===== src/shared/page0_regs_pkg.sv =====
`default_nettype none
package page0_regs_pkg;
  // register index; byte address is four times the index
  localparam logic [5:0] IDX_PAGE = 6'h00;
  localparam logic [5:0] IDX_CMD = 6'h01;
  localparam logic [5:0] IDX_IEN = 6'h02;
  localparam logic [5:0] IDX_FLAGS = 6'h10;
  localparam logic [5:0] IDX_DRIVE = 6'h11;
  localparam logic [5:0] IDX_STATUS = 6'h12;
  localparam logic [5:0] IDX_FORCE = 6'h13;
  localparam logic [7:0] PAGE_RST = 8'h00;
  localparam logic [7:0] CMD_RST = 8'h20;
  localparam logic [7:0] IEN_RST = 8'h80;
  localparam logic [7:0] DRIVE_RST = 8'h00;
  localparam logic [7:0] FLAGS_RST = 8'h00;
  localparam int PAGE_OVR_BIT = 7;
  localparam int RX_OFF_BIT = 5;
  localparam int SLEEP_BIT = 4;
  localparam int INV_BIT = 7;
  localparam int DRIVE_BIT = 7;
  localparam int WAKING_BIT = 5;
  localparam logic [3:0] CMD_IDLE = 4'h0;
  localparam int IDLE_FLAG_BIT = 4;
  typedef enum logic [1:0] {
    PWR_AWAKE = 2'b00,
    PWR_ASLEEP = 2'b01,
    PWR_WAKING = 2'b11
  } pwr_state_t;
  typedef struct packed {
    logic tx_done;
    logic rx_done;
    logic high_level;
    logic low_level;
    logic fault;
    logic countdown;
  } req_events_t;
  typedef struct packed {
    logic start;
    logic [3:0] code;
  } cmd_launch_t;
endpackage
`default_nettype wire


===== src/hw/page0_control_regs.sv =====
// Decided for this implementation: the APB register port.
`default_nettype none
module page0_control_regs #(
  parameter int ADDR_W = 8,
  parameter logic [3:0] SOFT_REINIT_CODE = 4'hF,
  parameter logic [15:0] KNOWN_CMD_MASK = 16'h80FF
) (
  input wire logic clk,
  input wire logic reset,
  input wire logic psel,
  input wire logic penable,
  input wire logic pwrite,
  input wire logic [ADDR_W-1:0] paddr,
  input wire logic [31:0] pwdata,
  output logic [31:0] prdata,
  output logic pready,
  output logic pslverr,
  input wire logic [5:0] addr_latch,
  output logic [5:0] reg_addr,
  input wire page0_regs_pkg::req_events_t events,
  input wire logic cmd_done,
  input wire logic wake_ready,
  output page0_regs_pkg::cmd_launch_t launch,
  output logic receiver_analog_off,
  output logic soft_sleep_req,
  output logic irq,
  output logic irq_pin_out,
  output logic irq_pin_oe
);
  // the map needs eight address bits; narrower buses cannot reach it
  if (ADDR_W < 8)
  begin : g_addr_w_check
    $error("ADDR_W too small for register map");
  end

  logic [7:0] page_q;
  logic [7:0] ien_q;
  logic [7:0] drive_q;
  logic rx_off_q;
  logic [3:0] cmd_q;
  logic [6:0] flags_q;
  logic [6:0] flags_d;
  page0_regs_pkg::pwr_state_t pwr_q;
  logic [31:0] prdata_q;
  logic pready_q;
  logic pslverr_q;
  logic [5:0] reg_addr_q;
  page0_regs_pkg::cmd_launch_t launch_q;
  logic irq_q;
  logic pin_out_q;
  logic pin_oe_q;

  logic [5:0] idx;
  logic wr;
  logic mapped;
  logic [7:0] wbyte;
  logic wr_cmd;
  logic cmd_known;
  logic reinit_active;
  logic self_idle;
  logic unknown_idle;
  logic combined;
  logic pin_level;

  assign idx = paddr[7:2];
  assign wbyte = pwdata[7:0];
  // shift instead of a part-select so the default width has no empty range
  assign mapped = (paddr[1:0] == 2'h0) && ((paddr >> 8) == '0) &&
    (idx == page0_regs_pkg::IDX_PAGE || idx == page0_regs_pkg::IDX_CMD ||
     idx == page0_regs_pkg::IDX_IEN || idx == page0_regs_pkg::IDX_FLAGS ||
     idx == page0_regs_pkg::IDX_DRIVE || idx == page0_regs_pkg::IDX_STATUS ||
     idx == page0_regs_pkg::IDX_FORCE);
  // writes land only at the access edge
  assign wr = psel && penable && pready_q && pwrite && mapped;
  assign wr_cmd = wr && (idx == page0_regs_pkg::IDX_CMD);
  assign cmd_known = KNOWN_CMD_MASK[wbyte[3:0]];
  assign reinit_active = (cmd_q == SOFT_REINIT_CODE);
  assign self_idle = cmd_done && (cmd_q != page0_regs_pkg::CMD_IDLE);
  assign unknown_idle = wr_cmd && !cmd_known;

  // apb: no wait state; read data is registered in the setup phase so it comes from a flop
  always_ff @(posedge clk or posedge reset)
  begin
    if (reset)
      pready_q <= 1'b0;
    else
      pready_q <= psel && !penable && !pready_q;
  end

  always_ff @(posedge clk or posedge reset)
  begin
    if (reset)
      pslverr_q <= 1'b0;
    else
      pslverr_q <= psel && !penable && !mapped;
  end

  always_ff @(posedge clk or posedge reset)
  begin
    if (reset)
      prdata_q <= 32'h0000_0000;
    else if (psel && !penable && !pwrite)
    begin
      case (idx)
        page0_regs_pkg::IDX_PAGE: prdata_q <= {24'h000000, page_q};
        page0_regs_pkg::IDX_CMD: prdata_q <= {24'h000000, 2'b00, rx_off_q,
          (pwr_q != page0_regs_pkg::PWR_AWAKE), cmd_q};
        page0_regs_pkg::IDX_IEN: prdata_q <= {24'h000000, ien_q};
        page0_regs_pkg::IDX_FLAGS: prdata_q <= {25'h0000000, flags_q};
        page0_regs_pkg::IDX_DRIVE: prdata_q <= {24'h000000, drive_q};
        page0_regs_pkg::IDX_STATUS: prdata_q <= {26'h0000000,
          (pwr_q == page0_regs_pkg::PWR_WAKING), combined, cmd_q};
        page0_regs_pkg::IDX_FORCE: prdata_q <= 32'h0000_0000;
        default: prdata_q <= 32'h0000_0000;
      endcase
    end
  end

  // control-only bits: nothing but the host writes them
  always_ff @(posedge clk or posedge reset)
  begin
    if (reset)
      page_q <= page0_regs_pkg::PAGE_RST;
    else if (wr && idx == page0_regs_pkg::IDX_PAGE)
      page_q <= wbyte & 8'h83;
  end

  always_ff @(posedge clk or posedge reset)
  begin
    if (reset)
      ien_q <= page0_regs_pkg::IEN_RST;
    else if (wr && idx == page0_regs_pkg::IDX_IEN)
      ien_q <= wbyte;
  end

  always_ff @(posedge clk or posedge reset)
  begin
    if (reset)
      drive_q <= page0_regs_pkg::DRIVE_RST;
    else if (wr && idx == page0_regs_pkg::IDX_DRIVE)
      drive_q <= wbyte & 8'h80;
  end

  always_ff @(posedge clk or posedge reset)
  begin
    if (reset)
      rx_off_q <= page0_regs_pkg::CMD_RST[page0_regs_pkg::RX_OFF_BIT];
    else if (wr_cmd)
      rx_off_q <= wbyte[page0_regs_pkg::RX_OFF_BIT];
  end

  // host write wins over a completion in the same cycle
  always_ff @(posedge clk or posedge reset)
  begin
    if (reset)
      cmd_q <= page0_regs_pkg::CMD_RST[3:0];
    else if (wr_cmd)
      cmd_q <= cmd_known ? wbyte[3:0] : page0_regs_pkg::CMD_IDLE;
    else if (cmd_done)
      cmd_q <= page0_regs_pkg::CMD_IDLE;
  end

  always_ff @(posedge clk or posedge reset)
  begin
    if (reset)
      launch_q <= '0;
    else
    begin
      launch_q.start <= wr_cmd && cmd_known;
      launch_q.code <= wr_cmd ? wbyte[3:0] : launch_q.code;
    end
  end

  // soft power-down; bit stays one until the wake-up finishes
  always_ff @(posedge clk or posedge reset)
  begin
    if (reset)
      pwr_q <= page0_regs_pkg::PWR_AWAKE;
    else
    begin
      case (pwr_q)
        page0_regs_pkg::PWR_AWAKE:
          if (wr_cmd && wbyte[page0_regs_pkg::SLEEP_BIT] && !reinit_active)
            pwr_q <= page0_regs_pkg::PWR_ASLEEP;
        page0_regs_pkg::PWR_ASLEEP:
          if (wr_cmd && !wbyte[page0_regs_pkg::SLEEP_BIT])
            pwr_q <= page0_regs_pkg::PWR_WAKING;
        page0_regs_pkg::PWR_WAKING:
          if (wake_ready)
            pwr_q <= page0_regs_pkg::PWR_AWAKE;
        default: pwr_q <= page0_regs_pkg::PWR_AWAKE;
      endcase
    end
  end

  // sticky flags: a set in the clear cycle wins
  always_comb
  begin
    flags_d = flags_q;
    if (wr && idx == page0_regs_pkg::IDX_FLAGS)
      flags_d = flags_q & ~wbyte[6:0];
    flags_d = flags_d | {events.tx_done, events.rx_done, self_idle || unknown_idle,
      events.high_level, events.low_level, events.fault, events.countdown};
    if (wr && idx == page0_regs_pkg::IDX_FORCE)
      flags_d = flags_d | wbyte[6:0];
  end

  always_ff @(posedge clk or posedge reset)
  begin
    if (reset)
      flags_q <= page0_regs_pkg::FLAGS_RST[6:0];
    else
      flags_q <= flags_d;
  end

  assign combined = |(flags_q & ien_q[6:0]);
  assign pin_level = combined ^ ien_q[page0_regs_pkg::INV_BIT];

  always_ff @(posedge clk or posedge reset)
  begin
    if (reset)
    begin
      irq_q <= 1'b0;
      pin_out_q <= 1'b0;
      pin_oe_q <= 1'b0;
    end
    else
    begin
      irq_q <= combined;
      // open drain only ever pulls low
      pin_out_q <= drive_q[page0_regs_pkg::DRIVE_BIT] ? pin_level : 1'b0;
      pin_oe_q <= drive_q[page0_regs_pkg::DRIVE_BIT] ? 1'b1 : !pin_level;
    end
  end

  // register address toward the register file
  always_ff @(posedge clk or posedge reset)
  begin
    if (reset)
      reg_addr_q <= 6'h00;
    else if (page_q[page0_regs_pkg::PAGE_OVR_BIT])
      reg_addr_q <= {page_q[1:0], addr_latch[3:0]};
    else
      reg_addr_q <= addr_latch;
  end

  assign prdata = prdata_q;
  assign pready = pready_q;
  assign pslverr = pslverr_q;
  assign reg_addr = reg_addr_q;
  assign launch = launch_q;
  assign receiver_analog_off = rx_off_q;
  assign soft_sleep_req = (pwr_q == page0_regs_pkg::PWR_ASLEEP);
  assign irq = irq_q;
  assign irq_pin_out = pin_out_q;
  assign irq_pin_oe = pin_oe_q;

  property p_page_override;
    @(posedge clk) disable iff (reset)
    page_q[7] && $stable(page_q) |=> reg_addr[5:4] == $past(page_q[1:0]);
  endproperty
  a_page_override: assert property (p_page_override) else $error("page bits not on address");

  property p_full_latch;
    @(posedge clk) disable iff (reset)
    !page_q[7] |=> reg_addr == $past(addr_latch);
  endproperty
  a_full_latch: assert property (p_full_latch) else $error("latch address not used");

  property p_rx_off;
    @(posedge clk) disable iff (reset)
    wr_cmd |=> receiver_analog_off == $past(wbyte[5]);
  endproperty
  a_rx_off: assert property (p_rx_off) else $error("receiver off not following write");

  property p_sleep_refused;
    @(posedge clk) disable iff (reset)
    pwr_q == page0_regs_pkg::PWR_AWAKE && reinit_active |=> pwr_q == page0_regs_pkg::PWR_AWAKE;
  endproperty
  a_sleep_refused: assert property (p_sleep_refused) else $error("sleep entered during reinit");

  property p_wake_busy;
    @(posedge clk) disable iff (reset)
    pwr_q == page0_regs_pkg::PWR_WAKING && !wake_ready |=> pwr_q != page0_regs_pkg::PWR_AWAKE;
  endproperty
  a_wake_busy: assert property (p_wake_busy) else $error("woke before ready");

  property p_unknown_idle;
    @(posedge clk) disable iff (reset)
    unknown_idle |=> cmd_q == page0_regs_pkg::CMD_IDLE && flags_q[4] && !launch.start;
  endproperty
  a_unknown_idle: assert property (p_unknown_idle) else $error("unknown command not reverted");

  property p_pin_invert;
    @(posedge clk) disable iff (reset)
    drive_q[7] && $stable(flags_q) && $stable(ien_q) ##1 $stable(drive_q) && $stable(ien_q)
      |-> irq_pin_out == (irq ^ ien_q[7]);
  endproperty
  a_pin_invert: assert property (p_pin_invert) else $error("pin level wrong");

  property p_open_drain;
    @(posedge clk) disable iff (reset)
    !drive_q[7] |=> !irq_pin_out;
  endproperty
  a_open_drain: assert property (p_open_drain) else $error("open drain drove high");

  property p_combined;
    @(posedge clk) disable iff (reset)
    1'b1 |=> irq == |($past(flags_q) & $past(ien_q[6:0]));
  endproperty
  a_combined: assert property (p_combined) else $error("combined status wrong");

  property p_write_only;
    @(posedge clk) disable iff (reset)
    psel && !penable && !pwrite && idx == page0_regs_pkg::IDX_FORCE |=> prdata == 32'h0000_0000;
  endproperty
  a_write_only: assert property (p_write_only) else $error("write-only read nonzero");

  property p_page_hold;
    @(posedge clk) disable iff (reset)
    !(wr && idx == page0_regs_pkg::IDX_PAGE) |=> $stable(page_q);
  endproperty
  a_page_hold: assert property (p_page_hold) else $error("page changed without host write");

  property p_ien_hold;
    @(posedge clk) disable iff (reset)
    !(wr && idx == page0_regs_pkg::IDX_IEN) |=> $stable(ien_q);
  endproperty
  a_ien_hold: assert property (p_ien_hold) else $error("enable changed without host write");

  property p_rd_upper;
    @(posedge clk) disable iff (reset)
    psel && !penable && !pwrite |=> prdata[31:8] == 24'h000000;
  endproperty
  a_rd_upper: assert property (p_rd_upper) else $error("unused read bits nonzero");

  property p_status_read;
    @(posedge clk) disable iff (reset)
    psel && !penable && !pwrite && idx == page0_regs_pkg::IDX_STATUS |=> prdata[3:0] == $past(cmd_q);
  endproperty
  a_status_read: assert property (p_status_read) else $error("status not showing command");

  property p_launch;
    @(posedge clk) disable iff (reset)
    wr_cmd && cmd_known |=> launch.start && launch.code == $past(wbyte[3:0]);
  endproperty
  a_launch: assert property (p_launch) else $error("known command not launched");

  property p_cmd_done_idle;
    @(posedge clk) disable iff (reset)
    cmd_done && !wr_cmd |=> cmd_q == page0_regs_pkg::CMD_IDLE;
  endproperty
  a_cmd_done_idle: assert property (p_cmd_done_idle) else $error("finished command not idle");

  property p_self_idle;
    @(posedge clk) disable iff (reset)
    self_idle |=> flags_q[page0_regs_pkg::IDLE_FLAG_BIT];
  endproperty
  a_self_idle: assert property (p_self_idle) else $error("idle flag not set on finish");

  property p_sleep_enter;
    @(posedge clk) disable iff (reset)
    pwr_q == page0_regs_pkg::PWR_AWAKE && wr_cmd && wbyte[page0_regs_pkg::SLEEP_BIT] && !reinit_active
      |=> soft_sleep_req;
  endproperty
  a_sleep_enter: assert property (p_sleep_enter) else $error("sleep not entered");

  property p_tx_flag;
    @(posedge clk) disable iff (reset)
    events.tx_done |=> flags_q[6];
  endproperty
  a_tx_flag: assert property (p_tx_flag) else $error("event flag not set");

  property p_push_pull;
    @(posedge clk) disable iff (reset)
    drive_q[page0_regs_pkg::DRIVE_BIT] |=> irq_pin_oe;
  endproperty
  a_push_pull: assert property (p_push_pull) else $error("push-pull pin not driven");

  property p_od_float;
    @(posedge clk) disable iff (reset)
    !drive_q[page0_regs_pkg::DRIVE_BIT] && pin_level |=> !irq_pin_oe;
  endproperty
  a_od_float: assert property (p_od_float) else $error("open drain pin not floating");
endmodule // page0_control_regs
`default_nettype wire


===== config.mk =====
export PLATFORM = sky130hd
export DESIGN_NAME = page0_control_regs
export DESIGN_NICKNAME = d
export VERILOG_FILES = /design/src/shared/page0_regs_pkg.sv /design/src/hw/page0_control_regs.sv
export SDC_FILE = /design/constraint.sdc
export NUM_CORES = 1
export LEC_CHECK = 0
export BUFFER_PORTS_ARGS = -buffer_cell sky130_fd_sc_hd__buf_2
export CAP_MARGIN = 20
export CORE_MARGIN = 1
export CORE_UTILIZATION = 25
export DETAILED_ROUTE_END_ITERATION = 7
export GPL_TIMING_DRIVEN = 0
export PLACE_DENSITY = 0.54
export SETUP_SLACK_MARGIN = 0.4
export SLEW_MARGIN = 10
export SYNTH_ARGS = -nofsm -noshare
export SYNTH_HDL_FRONTEND = slang
export SYNTH_SLANG_ARGS = --single-unit
export TNS_END_PERCENT = 1

===== constraint.sdc =====
create_clock -name clk -period 3.1 [get_ports clk]
set_input_delay 0.155 -clock clk [delete_from_list [all_inputs] [get_ports clk]]
set_output_delay 0.155 -clock clk [all_outputs]
set_load 0.05 [all_outputs]

==> metrics.md <==
| Metric | Value |
|---|---|
| Unrepaired setup endpoints after global routing | false |
| Syn Area/Cell | 11.2 um2 |
| Share of cells above drive strength 1 | 0.406 |
| Starting Density | 0.258 |
| Yosys cell types | 48 |
| Slew margin rel. | 0.431 |
| Die Area | 0.0105 mm2 |
| EDFF count, synth | 0 |
| Rows | 36 |
| Worst Setup End Kind | flop |
| Die Y | 103 um |
| Worst Path Max Fanout | 6 |
| Cell Area, Synth | 0.00253 mm2 |
| Routed len/inst | 14.4 um |
| Worst hold slack | 60.5 ps |
| Total Neg Setup Slack | 0 ps |
| Antenna fix cells | 0 |
| Setup CP Type | reg2reg |
| Clk sinks | 50 |
| Cts bufs inserted | 5 |
| CTS clock-pin slew for the worst setup and hold paths | 100 ps |
| Yosys warns | 0 |
| Worst EP arrival | 2060 ps |
| Sequential area share after synthesis | 0.495 |
| Worst Path Required | 3250 ps |
| Synth area leaders | dfrtp_1, mux2_2, buf_4 |
| Drt initial violations | 97 |
| Total power divided by cell area | 415 mW/mm2 |
| Startpoint Class | flop |
| Max-Cap Viols | 0 |
| Hold Path Class | in2reg |
| Area Overhead vs Synth | 28.7% |
| Leading cell type in the layout, fill and taps excluded | buf_2 |
| Static Leakage | 0.00157 uW |
| Skew-Pair Late Insertion Delay | 300 ps |
| DRT antenna net count | 0 |
| Peak supply drop | between 0.15 and 0.2 mV |
| Largest net degree at the start of global routing | 32 |
| Area leader, netlist | dfrtp_1 |
| Main synth FF type | dfrtp_1 |
| Max Fclk | about 0.52 GHz |
| Crit share post-route | 0.617 |
| Vias in the first global route | 1947 |
| Synth top area share | 0.474 |
| Hold Vio Cnt, Final | 0 |
| H-tree levels | 2 |
| Initial antenna violation count | 0 |
| Vias | 2050 |
| #FFs+latches synth | 50 |
| Overflow after GRT | 0 |
| DR pass1 iterations | 4 |
| Asr flop ratio synth | 1.00 |
| Setup-failing EPs final | 0 |
| DR DRC count | 0 |
| Area of the core | 0.00982 mm2 |
| CTS tree | done |
| Die width | 103 um |
| IO Pins | 109 |
| Total power | 1350 uW |
| Gate Count Post-Synth | 227 |
| Hpwl dp | 5.00 mm |
| Gr usage total | 0.131 |
| Max-slew violations | 0 |
| Status | finished, final reports clean |
| Clock Skew | approximately 9.9 ps |
| Total Routed Length | 6.59 mm |
| Commonest cells after routing, fill and taps aside | buf_2, dfrtp_1, buf_4, conb_1, mux2_2 |
| First-pass GRT wire length | 10.4 mm |
| Longest Clk Path Bufs | 2 |
| Vias per cell | 4.50 |
| # nets final | approximately 380 |
| Minimum clock period | 1910 ps |
| Routability congestion estimate | 0.873 |
| IO buf count | 59 |
| CTS root buffer | clkbuf_8 |
| Worst Tran Pin Value | 847 ps |
[cells in the mapped netlist (all sizes together) (2+ instances only)]
cell type / n
a311oi: 6
nor2: 4
and2: 2
mux2: 22
nor3b: 3
a22oi: 10
a32oi: 2
clkbuf: 2
buf: 30
o21ai: 9
nand2b: 4
nand3: 3
o221ai: 3
nand4: 5
a21oi: 3
nor3: 4
a31oi: 9
inv: 9
or3: 2
nor4: 4
nand3b: 4
nor2b: 7
dfstp: 2
nand2: 14
dfrtp: 48
[cell type report]
type	count	area [um2]
Fill cell	1042	6560
Buffer	32	224
Tap cell	133	166
Sequential cell	50	1250
Inverter	9	33.8
Multi-Input combinational cell	159	1110
Timing Repair Buffer	65	365
Clock inverter	2	37.5
Clock buffer	6	72.6
[cell families (layout without fill, tap and decap cells)]
family / Yosys count / in the layout / share of synthesized area
DFF: 50 / 50 / 0.495
muxes: 22 / 22 / 0.0992
AOI/OAI and AO/OA: 50 / 50 / 0.141
xor gates and xnor gates: 1 / 1 / 0.00346
and+or+nand+nor: 62 / 62 / 0.159
buffers and inverters: 41 / 114 / 0.102
other: 1 / 24 / 0.00148
[power breakdown]
group	internal (uW)	total [uW]	switching (uW)
Clock	241	460	219
Combinational	66.8	229	163
Sequential	660	663	3.38
Total	968	1350	385
[sequential cells by signal, indices dropped and copies added (netlist names)]
signal,cells
receiver_analog_off,1
flags_q,7
irq_pin_oe,1
pready,1
ien_q,8
irq,1
cmd_q,4
reg_addr,6
irq_pin_out,1
prdata,8
drive_q,1
pwr_q,2
pslverr,1
launch,5
page_q,3
[metrics by stage]
step                instance area [um2]   util  setup slack [ps]  std cells
global route                       3260  0.332              1050        456
detailed placement                 3100  0.316              1160        443
floorplan                          2620      -              1240        250
global placement                   3080  0.314              1020        442
finish                             3260  0.332              1190        456
CTS                                3260  0.332              1220        456
[path summary, 6_finish.rpt]
check	start	to	slack (ps)	cells past startpoint
max	pready$_DFF_PP0_	flags_q[0]$_DFF_PP0_	1190	4
min	pwdata[6]	flags_q[6]$_DFF_PP0_	60	2
max reg2reg	pready$_DFF_PP0_	flags_q[0]$_DFF_PP0_	1190	4
min reg2reg	pready$_DFF_PP0_	pready$_DFF_PP0_	480	1
max in group asynchronous	reset	ien_q[7]$_DFFE_PP1P_	2100	4
min in group asynchronous	reset	reg_addr[3]$_DFF_PP0_	400	3
[critical path: stages, from the launching register on]
cell and delay (ps):
dfrtp_1 390, and4_1 250, nand2_1 160, nor4_2 780
a31oi_1 170
[per-layer routing]
layer  up-vias  part of all wire  track usage
met5         -                 0            0
met4         0            0.0093       0.0407
met3         7             0.062       0.0258
met1       987              0.47        0.182
met2        78              0.46        0.207
li1        978                 -            -
[timing repair]
action,CTS,global route
endpoints found under the setup margin,0,0
setup buffers,0,0
gates resized for setup,0,0
hold buffers,5,0
hold endpoints to repair,23,0
Power figures use the tool's default switching activity.
